## src/inc/duc_pkg.sv

```systemverilog
// Purpose: Shared constants and carriers for the DAC channel 1 update and reference control.
// Assumes: Byte-wide special function register access on one 10 MHz clock.
// Notes: Timer overflow inputs arrive as single-cycle pulses from logic on the same clock.
package duc_pkg;

  // ==========================================================================
  // Register map
  localparam logic [7:0] DUC_ADDR_CONTROL = 8'hD4;
  localparam logic [7:0] DUC_ADDR_DATA_LOW = 8'hD5;
  localparam logic [7:0] DUC_ADDR_DATA_HIGH = 8'hD6;
  localparam logic [7:0] DUC_ADDR_REFERENCE = 8'hD1;
  localparam logic [7:0] DUC_PAGE_DAC1 = 8'h01;
  localparam logic [7:0] DUC_PAGE_REF = 8'h00;

  // ==========================================================================
  // Reset values and field positions
  localparam logic [7:0] DUC_CONTROL_RST = 8'h00;
  localparam logic [7:0] DUC_DATA_RST = 8'h00;
  localparam logic [7:0] DUC_REFERENCE_RST = 8'h00;
  localparam logic [11:0] DUC_LATCH_RST = 12'h000;
  localparam int DUC_EN_BIT = 7;
  localparam int DUC_MODE_LSB = 3;
  localparam int DUC_FMT_LSB = 0;
  localparam int DUC_TEMP_BIT = 2;
  localparam int DUC_BIAS_BIT = 1;
  localparam int DUC_BUF_BIT = 0;
  localparam logic [7:0] DUC_CONTROL_WMASK = 8'h9F;
  localparam logic [7:0] DUC_REFERENCE_WMASK = 8'h1F;

  // ==========================================================================
  // Update modes
  localparam logic [1:0] DUC_MODE_WRITE = 2'h0;
  localparam logic [1:0] DUC_MODE_T3 = 2'h1;
  localparam logic [1:0] DUC_MODE_T4 = 2'h2;
  localparam logic [1:0] DUC_MODE_T2 = 2'h3;

  typedef struct packed {
    logic wr;
    logic rd;
    logic [7:0] addr;
    logic [7:0] page;
    logic [7:0] wdata;
  } duc_sfr_s;

  typedef struct packed {
    logic t2;
    logic t3;
    logic t4;
  } duc_tmr_s;

endpackage : duc_pkg

```

## src/hdl/duc_top.sv

```systemverilog
// Purpose: Control registers, update scheduling and reference enables for DAC channel 1.
// Assumes: Special function register strobes come from the core on ref_clk.
// Notes: Latch transfer lands one cycle after its trigger.
`timescale 1ns/100ps
module duc_top
  import duc_pkg::*;
(
  input wire logic ref_clk,
  input wire logic rst_n,
  input wire duc_sfr_s sfr,
  input wire duc_tmr_s tmr,
  output logic [7:0] sfr_rdata,
  output logic [11:0] dac_latch,
  output logic dac_enable,
  output logic dac_out_en,
  output logic bias_on,
  output logic ref_buf_on,
  output logic ref_pin_oe,
  output logic temp_on,
  output logic temp_mux_sel,
  output logic latch_strobe
);

  // ==========================================================================
  // Register decode
  logic [7:0] ctrl_r, ctrl_nxt;
  logic [7:0] lo_r, lo_nxt;
  logic [7:0] hi_r, hi_nxt;
  logic [7:0] refc_r, refc_nxt;
  logic [7:0] rdata_r, rdata_nxt;
  logic [11:0] latch_r, latch_nxt;
  logic strobe_r, strobe_nxt;
  logic [11:0] word_cur;
  logic [11:0] word_wr;
  logic wr_ctrl, wr_lo, wr_hi, wr_ref;
  logic trig;

  function automatic logic hit(input duc_sfr_s s, input logic [7:0] a, input logic [7:0] p);
    hit = (s.addr == a) && (s.page == p);
  endfunction : hit

  assign wr_ctrl = sfr.wr && hit(sfr, DUC_ADDR_CONTROL, DUC_PAGE_DAC1);
  assign wr_lo = sfr.wr && hit(sfr, DUC_ADDR_DATA_LOW, DUC_PAGE_DAC1);
  assign wr_hi = sfr.wr && hit(sfr, DUC_ADDR_DATA_HIGH, DUC_PAGE_DAC1);
  assign wr_ref = sfr.wr && hit(sfr, DUC_ADDR_REFERENCE, DUC_PAGE_REF);

  // Format of the stored bytes, used for timer-driven transfers.
  duc_format u_fmt_cur (
    .fmt(ctrl_r[DUC_FMT_LSB +: 3]),
    .hi(hi_r),
    .lo(lo_r),
    .word(word_cur)
  );

  // Format including the high byte being written this cycle.
  duc_format u_fmt_wr (
    .fmt(ctrl_r[DUC_FMT_LSB +: 3]),
    .hi(sfr.wdata),
    .lo(lo_r),
    .word(word_wr)
  );

  // ==========================================================================
  // Trigger selection
  always_comb begin
    case (ctrl_r[DUC_MODE_LSB +: 2])
      DUC_MODE_WRITE: trig = wr_hi;
      DUC_MODE_T3: trig = tmr.t3;
      DUC_MODE_T4: trig = tmr.t4;
      DUC_MODE_T2: trig = tmr.t2;
      default: trig = 1'b0;
    endcase
  end

  // ==========================================================================
  // Next-state logic
  always_comb begin
    ctrl_nxt = ctrl_r;
    lo_nxt = lo_r;
    hi_nxt = hi_r;
    refc_nxt = refc_r;
    latch_nxt = latch_r;
    strobe_nxt = 1'b0;
    rdata_nxt = rdata_r;
    if (wr_ctrl) begin
      ctrl_nxt = sfr.wdata & DUC_CONTROL_WMASK;
    end
    if (wr_lo) begin
      lo_nxt = sfr.wdata;
    end
    if (wr_hi) begin
      hi_nxt = sfr.wdata;
    end
    if (wr_ref) begin
      refc_nxt = sfr.wdata & DUC_REFERENCE_WMASK;
    end
    // A high-byte write in write mode uses the fresh byte so the output tracks it at once.
    if (trig) begin
      strobe_nxt = 1'b1;
      if (ctrl_r[DUC_MODE_LSB +: 2] == DUC_MODE_WRITE) begin
        latch_nxt = word_wr;
      end else begin
        latch_nxt = word_cur;
      end
    end
    if (sfr.rd) begin
      if (hit(sfr, DUC_ADDR_CONTROL, DUC_PAGE_DAC1)) begin
        rdata_nxt = ctrl_r & DUC_CONTROL_WMASK;
      end else if (hit(sfr, DUC_ADDR_DATA_LOW, DUC_PAGE_DAC1)) begin
        rdata_nxt = lo_r;
      end else if (hit(sfr, DUC_ADDR_DATA_HIGH, DUC_PAGE_DAC1)) begin
        rdata_nxt = hi_r;
      end else if (hit(sfr, DUC_ADDR_REFERENCE, DUC_PAGE_REF)) begin
        rdata_nxt = refc_r;
      end else begin
        rdata_nxt = 8'h00;
      end
    end
  end

  always_ff @(posedge ref_clk or negedge rst_n) begin
    if (!rst_n) begin
      ctrl_r <= DUC_CONTROL_RST;
      lo_r <= DUC_DATA_RST;
      hi_r <= DUC_DATA_RST;
      refc_r <= DUC_REFERENCE_RST;
      latch_r <= DUC_LATCH_RST;
      strobe_r <= 1'b0;
      rdata_r <= 8'h00;
    end else begin
      ctrl_r <= ctrl_nxt;
      lo_r <= lo_nxt;
      hi_r <= hi_nxt;
      refc_r <= refc_nxt;
      latch_r <= latch_nxt;
      strobe_r <= strobe_nxt;
      rdata_r <= rdata_nxt;
    end
  end

  // ==========================================================================
  // Analog enables from four flops; each paired output shares its partner's flop
  logic en_r, en_nxt, bias_r, bias_nxt, buf_r, buf_nxt, temp_r, temp_nxt;

  always_comb begin
    en_nxt = ctrl_nxt[DUC_EN_BIT];
    bias_nxt = refc_nxt[DUC_BIAS_BIT];
    buf_nxt = refc_nxt[DUC_BUF_BIT];
    temp_nxt = refc_nxt[DUC_TEMP_BIT];
  end

  always_ff @(posedge ref_clk or negedge rst_n) begin
    if (!rst_n) begin
      en_r <= 1'b0;
      bias_r <= 1'b0;
      buf_r <= 1'b0;
      temp_r <= 1'b0;
    end else begin
      en_r <= en_nxt;
      bias_r <= bias_nxt;
      buf_r <= buf_nxt;
      temp_r <= temp_nxt;
    end
  end

  assign sfr_rdata = rdata_r;
  assign dac_latch = latch_r;
  assign latch_strobe = strobe_r;
  assign dac_enable = en_r;
  assign dac_out_en = en_r;
  assign bias_on = bias_r;
  assign ref_buf_on = buf_r;
  assign ref_pin_oe = buf_r;
  assign temp_on = temp_r;
  assign temp_mux_sel = temp_r;

endmodule : duc_top

```

## src/hdl/duc_format.sv

```systemverilog
// Purpose: Justifies the 12-bit converter word out of the high and low data bytes.
// Assumes: Format field is the low three bits of the control register.
// Notes: Purely combinational.
`timescale 1ns/100ps
module duc_format
  import duc_pkg::*;
(
  input wire logic [2:0] fmt,
  input wire logic [7:0] hi,
  input wire logic [7:0] lo,
  output logic [11:0] word
);

  always_comb begin
    if (fmt[2]) begin
      word = {hi, lo[7:4]};
    end else begin
      case (fmt[1:0])
        2'h0: word = {hi[3:0], lo};
        2'h1: word = {hi[4:0], lo[7:1]};
        2'h2: word = {hi[5:0], lo[7:2]};
        2'h3: word = {hi[6:0], lo[7:3]};
        default: word = {hi[3:0], lo};
      endcase
    end
  end

endmodule : duc_format

```

## config.mk

```make
export PLATFORM = sky130hd
export DESIGN_NAME = duc_top
export DESIGN_NICKNAME = d
export VERILOG_FILES = /design/src/inc/duc_pkg.sv /design/src/hdl/duc_top.sv /design/src/hdl/duc_format.sv
export SDC_FILE = /design/constraint.sdc
export NUM_CORES = 1
export LEC_CHECK = 0
export BUFFER_PORTS_ARGS = -buffer_cell sky130_fd_sc_hd__buf_2
export CAP_MARGIN = 20
export CORE_MARGIN = 8
export CORE_UTILIZATION = 35
export CTS_CLUSTER_DIAMETER = 30
export CTS_CLUSTER_SIZE = 14
export DETAILED_ROUTE_END_ITERATION = 16
export GPL_TIMING_DRIVEN = 0
export SLEW_MARGIN = 20
export SYNTH_ARGS = -nofsm -noshare
export SYNTH_HDL_FRONTEND = slang
export SYNTH_SLANG_ARGS = --single-unit
```

## constraint.sdc

```tcl
create_clock -name ref_clk -period 3.2 [get_ports ref_clk]
set_input_delay 0.64 -clock ref_clk [delete_from_list [all_inputs] [get_ports ref_clk]]
set_output_delay 0.64 -clock ref_clk [all_outputs]
set_load 0.005 [all_outputs]
```

# Yosys cells after proc, flatten, opt, wreduce, memory -nomap -nowiden
# Cells that the tools add are included.
# W data, S select, Z words.
[classes]
n_addsub = 0
n_mul = 0
div_mod_pow = 0
order_cmp = 0
n_eq_ne = 11
shifts = 0
mux = 13
bitwise = 0
n_reduce_logical = 11
[op_table]
columns = ["cell", "count"]
rows = [
  ["$pmux W12 S4", 2],
  ["$mux W12", 3],
  ["$eq A8 B8 Y1 const B", 4],
  ["$mux W8", 4],
  ["$eq A2 B2 Y1 const B", 4],
  ["$eq A8 B1 Y1 const B", 1],
  ["$logic_and A1 B1 Y1", 8],
  ["$logic_not A8 Y1", 1],
  ["$mux W5", 1],
  ["$eq A2 B1 Y1 const B", 2],
  ["$logic_not A2 Y1", 2],
  ["$pmux W1 S4", 1],
  ["$mux W3", 1],
  ["$mux W1", 1],
]
[totals]
ff_bits = 51
latch_bits = 0
ram_bits = 0
mem_bits_ro = 0
inputBits = 31
output_inout_bits = 28
word_cells = 47
memories = 0

# Logic depth before layout (Yosys ltp)
[depth]
word_depth = 6
mapped_depth = 8
ltp_nobuf = 5

# Cells and area by module
# From an unflattened synthesis, not the netlist that was laid out.
[unflattened]
cells_unflattened = 258
area_unflattened_um2 = 3012.9
[by_module_without_submodules]
columns = ["mod", "instances", "cells_per_inst", "area_each_um2", "seq_area_each_um2"]
rows = [
  ["duc_top", 1, 170, 2314.7, 1201.2],
  ["duc_format", 2, 44, 349.1, 0.0],
]

# Least setup slack after synthesis
# OpenSTA, ideal clock, no wires.
[synth_timing]
path_type = "input -> register"
startpoint = "input sfr[13] (netlist name)"
endpoint = "register ctrl_r[0]"
setup_ps = 125
arrival_ps = 2547
required_time_ps = 3075
setup_slack_ps = 528
path_stages = 6
path_buffers = 2
cell_sequence = "or4_4 or4_1 buf_2 or3_1 buf_6 mux2_4"
[synth_via]
elab_chain_cells = 3
[synth_lines]
columns = ["element", "line", "source"]
rows = [
  ["start, declared", "duc_top.sv:10", "input wire duc_sfr_s sfr,"],
  ["$eq A8 B1 Y1", "duc_top.sv:39", "hit = (s.addr == a) && (s.page == p);"],
  ["$logic_and A1 B1 Y1", "duc_top.sv:39", ""],
  ["$logic_and A1 B1 Y1", "duc_top.sv:42", "assign wr_ctrl = sfr.wr && hit(sfr, DUC_ADDR_CONTROL, DUC_PAGE_DAC1);"],
  ["end signal, assigned", "duc_top.sv:131", "ctrl_r <= ctrl_nxt;"],
  ["end, declared", "duc_top.sv:26", "logic [7:0] ctrl_r, ctrl_nxt;"],
]
# Every way passes these cells.
# A chain may end at the register's enable or synchronous reset.

# Worst setup path after layout
[layout_timing]
startpoint = "input sfr[13] (netlist name)"
endpoint = "register latch_r[6], in the netlist dac_latch[6]"
[layout_via]
elab_chain_cells = 4
[layout_lines]
columns = ["element", "line", "source"]
rows = [
  ["$eq A8 B1 Y1", "duc_top.sv:39", ""],
  ["$logic_and A1 B1 Y1", "duc_top.sv:39", ""],
  ["$logic_and A1 B1 Y1", "duc_top.sv:44", "assign wr_hi = sfr.wr && hit(sfr, DUC_ADDR_DATA_HIGH, DUC_PAGE_DAC1);"],
  ["$pmux W1 S4", "duc_top.sv:66", "case (ctrl_r[DUC_MODE_LSB +: 2])"],
  ["end signal, assigned", "duc_top.sv:135", "latch_r <= latch_nxt;"],
  ["end, declared", "duc_top.sv:31", "logic [11:0] latch_r, latch_nxt;"],
]
# Every way passes these cells.

==> flow_summary_export.csv <==
group,metric,value,unit
outcome,status,"completed",
clock_network,clkSinkCount,48,
global_routing,grtUsageTotal,0.138,
die,start_util,0.362,
timing,finalSetupViolations,0,
synthesis,syn-num-nets,273,
die,ios,59,
critical_path,r2r_cells,6,
clock_network,clk_latency,0.31,ns
die,rows,32,
layout,final_core_util,0.429,
clock_network,htreeDepth,2,
critical_path,critPathCaptureType,"flip-flop",
drt,drt_pass1_iterations,4,
clock_network,postCtsHoldBufs,0,
layout,antenna_cells,0,
clock_network,cts_setup_buffers,0,
synthesis,synth_most_common_cell,"dfrtp_1",
synthesis,synth_cell_types,41,
global_routing,grt.overflow.total,0,
layout,fillers,739,
timing,clock.fmax,356,MHz
synthesis,netlist_area,0.00280,mm2
timing,period_minus_slack,2.81,ns
timing,worst_pin_slew,1.08,ns
global_routing,grt_max_degree,49,
placement,io_buffer_count,57,
synthesis,synth_edf_count,0,
die,die_x,105,um
clock_network,path_clk_slew,0.09,ns
timing,post-route-period-util,0.878,
synthesis,yosys.area.top_type,"dfrtp_1",
critical_path,arrival,3.01,ns
placement,place_hpwl,5580,um
critical_path,path_max_fanout,10,
synthesis,synth.avg_cell_area,11.6,um2
placement,place_congestion,0.856,
timing,slew_violations,0,
power,powerDensity,321,mW/mm2
synthesis,synth_area_leaders,"dfrtp_1 (43%), mux2_2 (14%), mux4_2 (10%)",
synthesis,syn_inst,242,
critical_path,reg2reg_slack,0.69,ns
global_routing,antenna_found_initial,0,
critical_path,reg2reg_from,"ctrl_r[0]",
job,cap_violations,0,
drt,wirelength,7370,um
synthesis,ys.flop_type,"dfrtp_1",
critical_path,critPathKind,"in2reg",
layout,nets,337,
critical_path,cp.required,3.39,ns
global_routing,grt_pass1_wl,12400,um
timing,rsz0062_at_grt,"false",
drt,drc,0,
synthesis,ys_ff_latch,48,
drt,routedWlPerCell,18.0,um
synthesis,synth_warnings,0,
clock_network,post_cts_resized,0,
critical_path,start_kind,"input pin",
clock_network,cts_root_buffer,"clkbuf_8",
clock_network,cts_buffers,5,
synthesis,ys_seq_area_frac,0.429,
timing,relSlewSlack,0.272,
global_routing,grt_pass1_vias,2312,
layout,synthToLayoutAreaGrowth,18.4,%
timing,skew,0.00549,ns
drt,vias,2210,
clock_network,clk_path_buf_depth,2,
synthesis,synthArstFlopShare,1.00,
layout,drive_above_1_share,0.420,
synthesis,synth_common_cells,"dfrtp_1 (48), mux2_2 (35), nand2_1 (25)",
power,power_leakage,1.59,nW
critical_path,r2r-end,"dac_latch[6]",
drt,drt_iter0_drc,156,
drt,viasPerCell,5.40,
die,die_h,105,um
die,core,0.00773,mm2
hold_path,hp-class,"in2async",
power,irDropWorstVdd,151,uV
timing,hold_viol,0,
timing,tns,0,ns
clock_network,cts_tree,"done",
synthesis,synth_top_area_frac,0.429,
drt,antenna_left,0,
die,dieArea,0.0111,mm2
[cell usage in the layout, fill, tap and decap left out, drive strengths merged]
master / Yosys / layout
a31oi: 3 / 3
clkbuf: 8 / 16
nor4: 3 / 3
mux2: 41 / 41
o22ai: 4 / 4
and2: 1 / 1
a32oi: 1 / 1
mux4: 13 / 13
buf: 9 / 66
nand2b: 1 / 1
a31o: 1 / 1
o41ai: 1 / 1
or3: 3 / 3
a21oi: 6 / 6
o21a: 2 / 2
nand2: 25 / 25
o31ai: 4 / 4
nand4bb: 1 / 1
mux2i: 11 / 11
o211ai: 4 / 4
inv: 9 / 9
nand3: 1 / 1
or4: 4 / 4
a2111oi: 2 / 2
nor2b: 2 / 2
nor4b: 1 / 1
a22oi: 6 / 6
nor2: 19 / 19
dfrtp: 48 / 48
a41o: 1 / 1
nand4: 1 / 1
o21ai: 2 / 2
a221oi: 1 / 1
nor3: 3 / 3
[where the power goes]
group / switching (mW) / internal (mW) / total [mW]
registers: 0.000590 / 0.607 / 0.608
clock network: 0.204 / 0.177 / 0.381
logic: 0.0459 / 0.0292 / 0.0751
[layer usage]
layer,vias up,wire length [um],GRT usage
li1,1035,-,-
met4,0,116,0.0428
met1,1116,3270,0.175
met2,49,3630,0.229
met3,10,354,0.0305
met5,-,0,0
[worst max-delay path by stage]
| stage | cells after the start | to | start | slack (ns) |
|---|---|---|---|---|
| global route | 6 | dac_latch[4] | sfr[13] | 0.34 |
| finish | 6 | dac_latch[6] | sfr[13] | 0.39 |
| floorplan | 6 | ctrl_r[0] | sfr[13] | 0.53 |
| global placement | 6 | dac_latch[6] | sfr[13] | 0.09 |
| CTS | 6 | dac_latch[6] | sfr[13] | 0.42 |
| detailed placement | 6 | dac_latch[6] | sfr[13] | 0.11 |
[cell type report]
| type | instances | area [um2] | share of cell area |
|---|---|---|---|
| inverters | 9 | 33.8 | 0.0102 |
| repair buffers | 57 | 288 | 0.0869 |
| flip-flops and latches | 48 | 1200 | 0.363 |
| well taps | 102 | 128 | 0.0385 |
| plain buffers | 17 | 95.1 | 0.0287 |
| clock buffers | 8 | 90.1 | 0.0272 |
| multi-input cells | 168 | 1480 | 0.446 |
[cell families after synthesis]
| logic type | Yosys count | share of synthesized area |
|---|---|---|
| muxes | 65 | 0.317 |
| and+or+nand+nor | 65 | 0.112 |
| AOI/OAI and AO/OA | 38 | 0.0953 |
| buffers and inverters | 26 | 0.0461 |
| DFF | 48 | 0.429 |
[flip-flops by register name (all words and copies together), names as in the netlist]
signal        count
ctrl_r            5
dac_enable        1
sfr_rdata         8
hi_r              8
latch_strobe      1
lo_r              8
refc_r            5
dac_latch        12
[stage by stage]
stage / hold slack [ns] / setup slack [ns] / cell area [um2] / instances / total power [mW]
2_1_floorplan: 0.344 / 0.528 / 2800 / 242 / 0.644
3_3_place_gp: 0.473 / 0.0850 / 3210 / 401 / 0.694
3_5_place_dp: 0.475 / 0.106 / 3220 / 401 / 0.696
4_1_cts: 0.494 / 0.419 / 3310 / 409 / 1.07
5_1_grt: 0.385 / 0.343 / 3310 / 409 / 1.11
6_report: 0.339 / 0.389 / 3310 / 409 / 1.06
[critical path, cell delays in order]
cell and delay (ns):
buf_2 0.10, or4_4 0.54, nor4_1 0.89, a41o_1 0.29, buf_4 0.20, mux2_2 0.35
No activity file was read; power rests on OpenSTA's default activity.
